===== src/rtl/daoc_top.sv =====
// Dual converter output control: constants package and top module
// Summary of operation
// - A sample tick each period samples both channels; the clock alone paces it.
// - Enable input high puts that channel's outputs high impedance; low drives them, except B's upper 11 bits in interleave mode.
// - Conversion and output updating go on whatever the output enables are.
// - Sleep request high holds reduced power with no valid conversion.
// - During sleep outputs are undefined and buffered samples are discarded.
// - Select at supply level: offset binary, duty-cycle stabiliser on.
// - Select at ground: two's complement, duty-cycle stabiliser on.
// - Select at mid reference: two's complement, stabiliser bypassed.
// - Select floating: offset binary, stabiliser bypassed.
// - Select may change live; words for a few cycles after are flagged invalid.
// - Stabiliser, when on, accepts clock duty cycles from 20% to 80%.
// - Interleave low: channel A and B words on separate 12-bit buses.
// - Interleave high: both channels time-shared on the channel A bus.
// - In interleave mode B's lowest bit marks channel: high for A, low for B.
package daoc_pkg;
   // ----------------------------------------
   // Widths and select levels
   // ----------------------------------------
   localparam int SAMPLE_W = 12;
   localparam int FIFO_DEPTH = 16;
   localparam logic [1:0] FSS_GROUND = 2'h0;
   localparam logic [1:0] FSS_MIDREF = 2'h1;
   localparam logic [1:0] FSS_FLOAT = 2'h2;
   localparam logic [1:0] FSS_SUPPLY = 2'h3;
   localparam logic [SAMPLE_W-1:0] BUS_RESET = 12'h000;
   localparam logic [SAMPLE_W-1:0] OE_N_OFF = 12'hFFF;

   // ----------------------------------------
   // Timing
   // ----------------------------------------
   localparam int CLK_FREQ_MHZ = 20;
   localparam int WAKE_TIME_US = 500;
   localparam int WAKE_CYCLES_DEF = WAKE_TIME_US * CLK_FREQ_MHZ;
   localparam int SAMPLE_DIV_DEF = 2;
   localparam int FMT_SETTLE_DEF = 4;
   localparam int DCS_DUTY_MIN_PCT = 20;
   localparam int DCS_DUTY_MAX_PCT = 80;

   // ----------------------------------------
   // Types
   // ----------------------------------------
   typedef struct packed {
      logic [SAMPLE_W-1:0] a;
      logic [SAMPLE_W-1:0] b;
   } daoc_pair_t;

   typedef enum logic [1:0] {
      PS_RUN,
      PS_SLEEP,
      PS_WAKE
   } daoc_pwr_t;

   function automatic logic [SAMPLE_W-1:0] daoc_code(input logic [SAMPLE_W-1:0] w,
                                                    input logic twos);
      daoc_code = twos ? {~w[SAMPLE_W-1], w[SAMPLE_W-2:0]} : w;
   endfunction
endpackage

`timescale 1ns/1ns
module daoc_top import daoc_pkg::*; #(
   parameter int SAMPLE_DIV = SAMPLE_DIV_DEF,
   parameter int WAKE_CYCLES = WAKE_CYCLES_DEF,
   parameter int FMT_SETTLE = FMT_SETTLE_DEF
) (
   input wire logic sys_clk_i,
   input wire logic rst_n_i,
   input wire daoc_pair_t core_sample_i,
   input wire logic core_valid_i,
   output logic core_ready_o,
   output logic sample_tick_o,
   input wire logic sleep_request_i,
   input wire logic chan_a_out_enable_n_i,
   input wire logic chan_b_out_enable_n_i,
   input wire logic [1:0] format_stabiliser_select_i,
   input wire logic interleave_select_i,
   input wire logic output_hold_i,
   output logic [SAMPLE_W-1:0] chan_a_out_bus_o,
   output logic [SAMPLE_W-1:0] chan_a_out_oe_n_o,
   output logic [SAMPLE_W-1:0] chan_b_out_bus_o,
   output logic [SAMPLE_W-1:0] chan_b_out_oe_n_o,
   output logic out_valid_o,
   output logic stabiliser_en_o,
   output logic twos_complement_o
);
   localparam int DW = (SAMPLE_DIV > 2) ? $clog2(SAMPLE_DIV) : 1;
   localparam int WW = $clog2(WAKE_CYCLES + 1);
   localparam int SW = $clog2(FMT_SETTLE + 1);
   localparam int LW = $clog2(FIFO_DEPTH) + 1;

   // ----------------------------------------
   // Elaboration checks
   // ----------------------------------------
   if (SAMPLE_DIV < 2) begin : g_bad_div
      $error("daoc_top: SAMPLE_DIV must be at least 2 for two words per period");
   end
   if (WAKE_CYCLES < 1 || FMT_SETTLE < 3) begin : g_bad_counts
      $error("daoc_top: WAKE_CYCLES must be >= 1 and FMT_SETTLE >= 3");
   end

   // ----------------------------------------
   // State
   // ----------------------------------------
   logic [DW-1:0] div_q;
   daoc_pwr_t pst_q;
   daoc_pwr_t pst_d;
   logic [WW-1:0] wake_q;
   logic [1:0] fss_q;
   logic [SW-1:0] settle_q;
   daoc_pair_t word_q;
   logic b_phase_q;
   logic [SAMPLE_W-1:0] a_bus_q;
   logic [SAMPLE_W-1:0] b_bus_q;
   logic [SAMPLE_W-1:0] a_oe_n_q;
   logic [SAMPLE_W-1:0] b_oe_n_q;
   logic valid_q;
   logic tick_q;
   logic ready_q;
   logic dcs_q;
   logic twos_q;

   // ----------------------------------------
   // Buffer
   // ----------------------------------------
   daoc_pair_t rd_pair_w;
   logic rd_valid_w;
   logic [LW-1:0] level_w;
   logic wr_ready_w;

   wire sleep_w = sleep_request_i;
   wire tick_w = (div_q == '0);
   wire pop_w = tick_w && rd_valid_w && !output_hold_i && !sleep_w;
   wire push_w = core_valid_i && ready_q && !sleep_w;

   daoc_fifo #(
      .WIDTH($bits(daoc_pair_t)),
      .DEPTH(FIFO_DEPTH)
   ) u_fifo (
      .sys_clk_i(sys_clk_i),
      .rst_n_i(rst_n_i),
      .flush_i(sleep_w),
      .wr_valid_i(push_w),
      .wr_data_i(core_sample_i),
      .wr_ready_o(wr_ready_w),
      .rd_valid_o(rd_valid_w),
      .rd_data_o(rd_pair_w),
      .rd_ready_i(pop_w),
      .level_o(level_w)
   );

   // ----------------------------------------
   // Select decode and power state
   // ----------------------------------------
   wire twos_w = (format_stabiliser_select_i == FSS_GROUND) ||
                 (format_stabiliser_select_i == FSS_MIDREF);
   wire dcs_w = (format_stabiliser_select_i == FSS_GROUND) ||
                (format_stabiliser_select_i == FSS_SUPPLY);
   wire fmt_chg_w = (format_stabiliser_select_i != fss_q);
   wire wake_done_w = (wake_q == '0);
   wire ready_d = !sleep_w && wr_ready_w && (level_w < LW'(FIFO_DEPTH - 1));

   always_comb begin
      pst_d = pst_q;
      unique case (pst_q)
         PS_RUN: if (sleep_w) pst_d = PS_SLEEP;
         PS_SLEEP: if (!sleep_w) pst_d = PS_WAKE;
         PS_WAKE: begin
            if (sleep_w) begin
               pst_d = PS_SLEEP;
            end else if (wake_done_w) begin
               pst_d = PS_RUN;
            end
         end
         default: pst_d = PS_SLEEP;
      endcase
   end

   wire [WW-1:0] wake_d = sleep_w ? WW'(WAKE_CYCLES) :
                          (wake_done_w ? wake_q : wake_q - WW'(1));
   wire [SW-1:0] settle_d = fmt_chg_w ? SW'(FMT_SETTLE) :
                            ((settle_q == '0) ? settle_q : settle_q - SW'(1));
   wire ok_w = (pst_q == PS_RUN) && (settle_q == '0) && !fmt_chg_w;

   // ----------------------------------------
   // Output word selection
   // ----------------------------------------
   wire mux_w = interleave_select_i;
   wire [SAMPLE_W-1:0] a_code_w = daoc_code(rd_pair_w.a, twos_w);
   wire [SAMPLE_W-1:0] b_code_w = daoc_code(rd_pair_w.b, twos_w);
   wire [SAMPLE_W-1:0] wb_code_w = daoc_code(word_q.b, twos_w);
   wire [SAMPLE_W-1:0] a_bus_d = pop_w ? a_code_w :
                                 (b_phase_q ? wb_code_w : a_bus_q);
   wire ind_d = pop_w ? 1'b1 : (b_phase_q ? 1'b0 : b_bus_q[0]);
   wire [SAMPLE_W-1:0] b_par_d = pop_w ? b_code_w : b_bus_q;
   wire [SAMPLE_W-1:0] b_bus_d = mux_w ? {{(SAMPLE_W-1){1'b0}}, ind_d} : b_par_d;
   wire [SAMPLE_W-1:0] a_oe_n_d = {SAMPLE_W{chan_a_out_enable_n_i}};
   wire [SAMPLE_W-1:0] b_oe_n_d = mux_w ?
        {{(SAMPLE_W-1){1'b1}}, chan_b_out_enable_n_i} :
        {SAMPLE_W{chan_b_out_enable_n_i}};
   wire valid_d = ok_w && !sleep_w && (pop_w || (valid_q && !tick_w));

   // ----------------------------------------
   // Sample divider and control registers
   // ----------------------------------------
   always_ff @(posedge sys_clk_i) begin
      if (!rst_n_i) begin
         div_q <= '0;
         tick_q <= 1'b0;
         ready_q <= 1'b0;
      end else begin
         div_q <= (div_q == DW'(SAMPLE_DIV - 1)) ? '0 : div_q + DW'(1);
         tick_q <= tick_w && !sleep_w;
         ready_q <= ready_d;
      end
   end

   always_ff @(posedge sys_clk_i) begin
      if (!rst_n_i) begin
         pst_q <= PS_SLEEP;
         wake_q <= WW'(WAKE_CYCLES);
         fss_q <= FSS_FLOAT;
         settle_q <= SW'(FMT_SETTLE);
      end else begin
         pst_q <= pst_d;
         wake_q <= wake_d;
         fss_q <= format_stabiliser_select_i;
         settle_q <= settle_d;
      end
   end

   // ----------------------------------------
   // Output registers
   // ----------------------------------------
   always_ff @(posedge sys_clk_i) begin
      if (!rst_n_i) begin
         word_q <= '0;
         b_phase_q <= 1'b0;
         a_bus_q <= BUS_RESET;
         b_bus_q <= BUS_RESET;
      end else begin
         if (pop_w) begin
            word_q <= rd_pair_w;
         end
         b_phase_q <= pop_w && mux_w;
         a_bus_q <= a_bus_d;
         b_bus_q <= b_bus_d;
      end
   end

   always_ff @(posedge sys_clk_i) begin
      if (!rst_n_i) begin
         a_oe_n_q <= OE_N_OFF;
         b_oe_n_q <= OE_N_OFF;
         valid_q <= 1'b0;
         dcs_q <= 1'b0;
         twos_q <= 1'b0;
      end else begin
         a_oe_n_q <= a_oe_n_d;
         b_oe_n_q <= b_oe_n_d;
         valid_q <= valid_d;
         dcs_q <= dcs_w;
         twos_q <= twos_w;
      end
   end

   assign core_ready_o = ready_q;
   assign sample_tick_o = tick_q;
   assign chan_a_out_bus_o = a_bus_q;
   assign chan_b_out_bus_o = b_bus_q;
   assign chan_a_out_oe_n_o = a_oe_n_q;
   assign chan_b_out_oe_n_o = b_oe_n_q;
   assign out_valid_o = valid_q;
   assign stabiliser_en_o = dcs_q;
   assign twos_complement_o = twos_q;
endmodule


===== src/rtl/daoc_fifo.sv =====
// Sample-pair FIFO with registered read data
`timescale 1ns/1ns
module daoc_fifo #(
   parameter int WIDTH = 24,
   parameter int DEPTH = 16
) (
   input wire logic sys_clk_i,
   input wire logic rst_n_i,
   input wire logic flush_i,
   input wire logic wr_valid_i,
   input wire logic [WIDTH-1:0] wr_data_i,
   output logic wr_ready_o,
   output logic rd_valid_o,
   output logic [WIDTH-1:0] rd_data_o,
   input wire logic rd_ready_i,
   output logic [$clog2(DEPTH):0] level_o
);
   localparam int AW = $clog2(DEPTH);

   // ----------------------------------------
   // Elaboration checks
   // ----------------------------------------
   if (DEPTH < 2 || (1 << AW) != DEPTH) begin : g_bad_depth
      $error("daoc_fifo: DEPTH must be a power of two, at least 2");
   end
   if (WIDTH < 1) begin : g_bad_width
      $error("daoc_fifo: WIDTH must be positive");
   end

   // ----------------------------------------
   // Storage and pointers
   // ----------------------------------------
   logic [WIDTH-1:0] mem_q [DEPTH];
   logic [AW-1:0] wptr_q;
   logic [AW-1:0] rptr_q;
   logic [AW:0] cnt_q;
   logic [WIDTH-1:0] rd_data_q;
   logic rd_valid_q;

   wire full_w = (cnt_q == (AW+1)'(DEPTH));
   wire empty_w = (cnt_q == '0);
   wire wr_fire_w = wr_valid_i && !full_w;
   wire load_w = !empty_w && (!rd_valid_q || rd_ready_i);
   wire [AW:0] cnt_d = cnt_q + (AW+1)'(wr_fire_w) - (AW+1)'(load_w);

   assign wr_ready_o = !full_w;
   assign rd_valid_o = rd_valid_q;
   assign rd_data_o = rd_data_q;
   assign level_o = cnt_q;

   always_ff @(posedge sys_clk_i) begin
      if (wr_fire_w) begin
         mem_q[wptr_q] <= wr_data_i;
      end
   end

   always_ff @(posedge sys_clk_i) begin
      if (!rst_n_i || flush_i) begin
         wptr_q <= '0;
         rptr_q <= '0;
         cnt_q <= '0;
         rd_valid_q <= 1'b0;
      end else begin
         wptr_q <= wptr_q + AW'(wr_fire_w);
         rptr_q <= rptr_q + AW'(load_w);
         cnt_q <= cnt_d;
         rd_valid_q <= load_w || (rd_valid_q && !rd_ready_i);
      end
   end

   always_ff @(posedge sys_clk_i) begin
      if (load_w) begin
         rd_data_q <= mem_q[rptr_q];
      end
   end
endmodule


===== config.mk =====
export PLATFORM = sky130hd
export DESIGN_NAME = daoc_top
export DESIGN_NICKNAME = d
export VERILOG_FILES = /design/src/rtl/daoc_top.sv /design/src/rtl/daoc_fifo.sv
export SDC_FILE = /design/constraint.sdc
export NUM_CORES = 1
export LEC_CHECK = 0
export ABC_AREA = 1
export BUFFER_PORTS_ARGS = -buffer_cell sky130_fd_sc_hd__buf_4
export CAP_MARGIN = 20
export CORE_UTILIZATION = 64
export CTS_BUF_LIST = sky130_fd_sc_hd__clkbuf_8
export CTS_CLUSTER_DIAMETER = 80
export DETAILED_ROUTE_END_ITERATION = 8
export PLACE_DENSITY = 0.82
export SYNTH_ARGS = -nofsm -noshare
export SYNTH_HDL_FRONTEND = slang
export SYNTH_SLANG_ARGS = --single-unit

===== constraint.sdc =====
create_clock -name sys_clk_i -period 3.9 [get_ports sys_clk_i]
set_input_delay 0.195 -clock sys_clk_i [delete_from_list [all_inputs] [get_ports sys_clk_i]]
set_output_delay 0.195 -clock sys_clk_i [all_outputs]
set_load 0.02 [all_outputs]

==> impl_metrics.env <==
export IMPL_syn_nets=1784
export IMPL_start_util_pct=65.7
export IMPL_core_area_um2=30900
export IMPL_ff2ff_setup_slack_ps=1080
export IMPL_syn2layout_area_growth_pct=11.5
export IMPL_viasPerCell=5.83
export IMPL_avgRoutedWirePerCell_um=19.7
export IMPL_status="finished clean"
export IMPL_tns_ps=0
export IMPL_grt_pass1_wl_mm=70.0
export IMPL_grt_ovfl_total=0
export IMPL_crit_type="reg2reg"
export IMPL_fin_nets=1889
export IMPL_min_from="output_hold_i"
export IMPL_place_area_um2=20900
export IMPL_ys_ff_latch=489
export IMPL_final_area_um2=22600
export IMPL_rsz0062_at_grt="no"
export IMPL_antenna_cells=0
export IMPL_fin_cells=2288
export IMPL_critPathCaptureType="register"
export IMPL_worstPathMaxFanout=40
export IMPL_ios=87
export IMPL_cts_setup_buffers=0
export IMPL_clk_latency_ps=600
export IMPL_cts_resized=0
export IMPL_ff2ff_path_depth=13
export IMPL_whs_path_depth=5
export IMPL_antenna_found_initial=1
export IMPL_grt_max_degree=121
export IMPL_clk_path_buf_depth=3
export IMPL_critical_path_startpoint="div_q"
export IMPL_globalplace_congestion=0.816
export IMPL_nFillCells=1958
export IMPL_hold_viol=0
export IMPL_fp_dieW_um=180
export IMPL_rows=64
export IMPL_synth_seq_area_share_pct=68.3
export IMPL_final_util_pct=73.2
export IMPL_worst_r2r_endpoint="u_fifo.level_o[4]"
export IMPL_drive_gt1_share_pct=13.4
export IMPL_cts_made_buffers=76
export IMPL_clk_pin_slew_ps=60
export IMPL_drc_errors=0
export IMPL_required_ps=4390
export IMPL_holdPathEnd="b_phase_q"
export IMPL_syn_cell_area_um2=20300
export IMPL_r2r_start="div_q"
export IMPL_peakVddDrop_mv=0.578
export IMPL_first_pass_iters=5
export IMPL_fin_crit_ps=2820
export IMPL_drv_cap=0
export IMPL_setup_ws_ps=1080
export IMPL_period_share_pct=72.4
export IMPL_tightest_slew_ps=1030
export IMPL_setup_viol=0
export IMPL_fin_skew_ps=30.7
export IMPL_cp_arrival_ps=3310
export IMPL_grt_usage_pct=28.1
export IMPL_postSynthAreaPerCell_um2=11.7
export IMPL_ant_nets=0
export IMPL_cts_sinks=489
export IMPL_portBuffers=86
export IMPL_grt_pass1_vias=13200
export IMPL_drt_initial_drc_count=1201
export IMPL_cts_tree="done"
export IMPL_syn_inst=1732
export IMPL_synth_flop_cell="edfxtp_1"
export IMPL_postCtsHoldBufs=34
export IMPL_dp_slack_ps=1150
export IMPL_critPathLaunchType="register"
export IMPL_die_h_um=180
export IMPL_fmax_ghz=0.354
export IMPL_powerDensity_nw_per_um2=549
export IMPL_place_hpwl_mm=26.5
export IMPL_async_flop_share_pct=0
export IMPL_vias=13300
export IMPL_dp_cells=2121
export IMPL_leakagePower_nw=8.45
export IMPL_dieArea_um2=32400
export IMPL_yosysWarnings=0
export IMPL_hold_class="in2reg"
export IMPL_synth_edff_count=408
export IMPL_routed_wl_mm=45.2
export IMPL_relSlewSlack_pct=30.8
export IMPL_root_buffer="clkbuf_8"
export IMPL_synth_cell_types=33
export IMPL_cts_max_level=3
export IMPL_drv_slew=0
==> layout make-up <==
class,count,area (µm²),area share [%]
Sequential cell,489,13900,61.3
Multi-Input combinational cell,878,4740,20.9
Clock buffer,87,1200,5.29
Timing Repair Buffer,142,1180,5.20
Inverter,250,938,4.15
Tap cell,396,495,2.19
Clock inverter,46,199,0.879
==> layer usage <==
| metal | vias up | wire, µm | track usage, % |
|---|---|---|---|
| met4 | 2 | 1470 | 11.6 |
| met2 | 674 | 22300 | 47.6 |
| met1 | 6367 | 17600 | 36.1 |
| met3 | 117 | 3830 | 5.19 |
| met5 | - | 10 | 0 |
| li1 | 6173 | - | - |
==> worst max-delay path by stage <==
stage	to	slack, ps	depth (start not counted)
6_report	u_fifo.level_o[4]	1080	13
5_1_grt	u_fifo.level_o[4]	900	13
4_1_cts	u_fifo.level_o[4]	1100	13
3_5_place_dp	u_fifo.level_o[4]	1150	13
3_3_place_gp	u_fifo.level_o[4]	1200	13
2_1_floorplan	u_fifo.level_o[4]	410	13
==> flip-flops by register name, indices dropped and copies added, names as in the netlist, 5 cells and up <==
name	count
word_q	12
wake_q	14
chan_b_out_bus_o	12
chan_a_out_bus_o	12
u_fifo.rd_data_o	24
u_fifo.mem_q	384
u_fifo.level_o	5
==> Yosys cell counts, types with 2 or more instances <==
cell type / instances / area (µm²)
o21ai_0: 25 / 125
edfxtp_1: 408 / 12300
inv_1: 244 / 916
buf_4: 38 / 285
dfxtp_1: 81 / 1620
nand3b_1: 2 / 15.0
xor2_1: 9 / 78.8
xnor2_1: 5 / 43.8
o211ai_2: 10 / 125
a21oi_1: 67 / 335
nand3_2: 2 / 20.0
buf_1: 2 / 7.51
ha_1: 17 / 213
nor2_2: 3 / 18.8
inv_2: 5 / 18.8
o21ai_1: 28 / 140
nor3_1: 2 / 10.0
clkbuf_1: 16 / 60.1
a21oi_2: 2 / 17.5
nor2_1: 78 / 293
nand2_1: 295 / 1110
buf_2: 28 / 140
or2_2: 3 / 18.8
o211ai_1: 154 / 1160
buf_6: 31 / 349
nand3_1: 170 / 851
==> cells in the final DEF (no fill, tap or decap), drive strengths merged, types with 5 or more instances in the layout <==
| cell | instances |
|---|---|
| ha | 17 |
| nand3 | 173 |
| inv | 276 |
| xnor2 | 5 |
| o21ai | 53 |
| dlygate4sd3 | 34 |
| a21oi | 69 |
| nand2 | 295 |
| clkinv | 19 |
| clkbuf | 87 |
| buf | 108 |
| xor2 | 9 |
| edfxtp | 408 |
| nor2 | 82 |
| dfxtp | 81 |
| o211ai | 164 |
==> worst max-delay path, stage by stage, from the launching register on <==
cell and delay, ps:
dfxtp_1 370, inv_1 70, nand3_2 70, buf_4 350, a21oi_2 100, buf_4 260, ha_1 320, inv_1 40
ha_1 200, fa_1 410, a21oi_1 140, o21bai_1 80, o21ai_0 220, nor2_1 70
==> through the flow <==
step           hold WS, ps  power (mW)
2_1_floorplan          288        8.09
6_report               249        12.4
4_1_cts                241        12.4
3_3_place_gp           385        8.41
5_1_grt                294        12.9
3_5_place_dp           387        8.50
==> kinds of logic after synthesis <==
group | synth area share [%]
buffers and inverters | 8.77
DFF | 68.3
and+or+nand+nor | 11.7
xor gates and xnor gates | 0.604
adders and majority gates | 1.15
AOI/OAI and AO/OA | 9.47
==> report_power, final <==
group	switching [mW]	internal (mW)
combinational	1.52	0.753
clock	1.93	2.04
sequential	0.208	5.97
total	3.66	8.76
No activity file was read; power rests on OpenSTA's default activity.
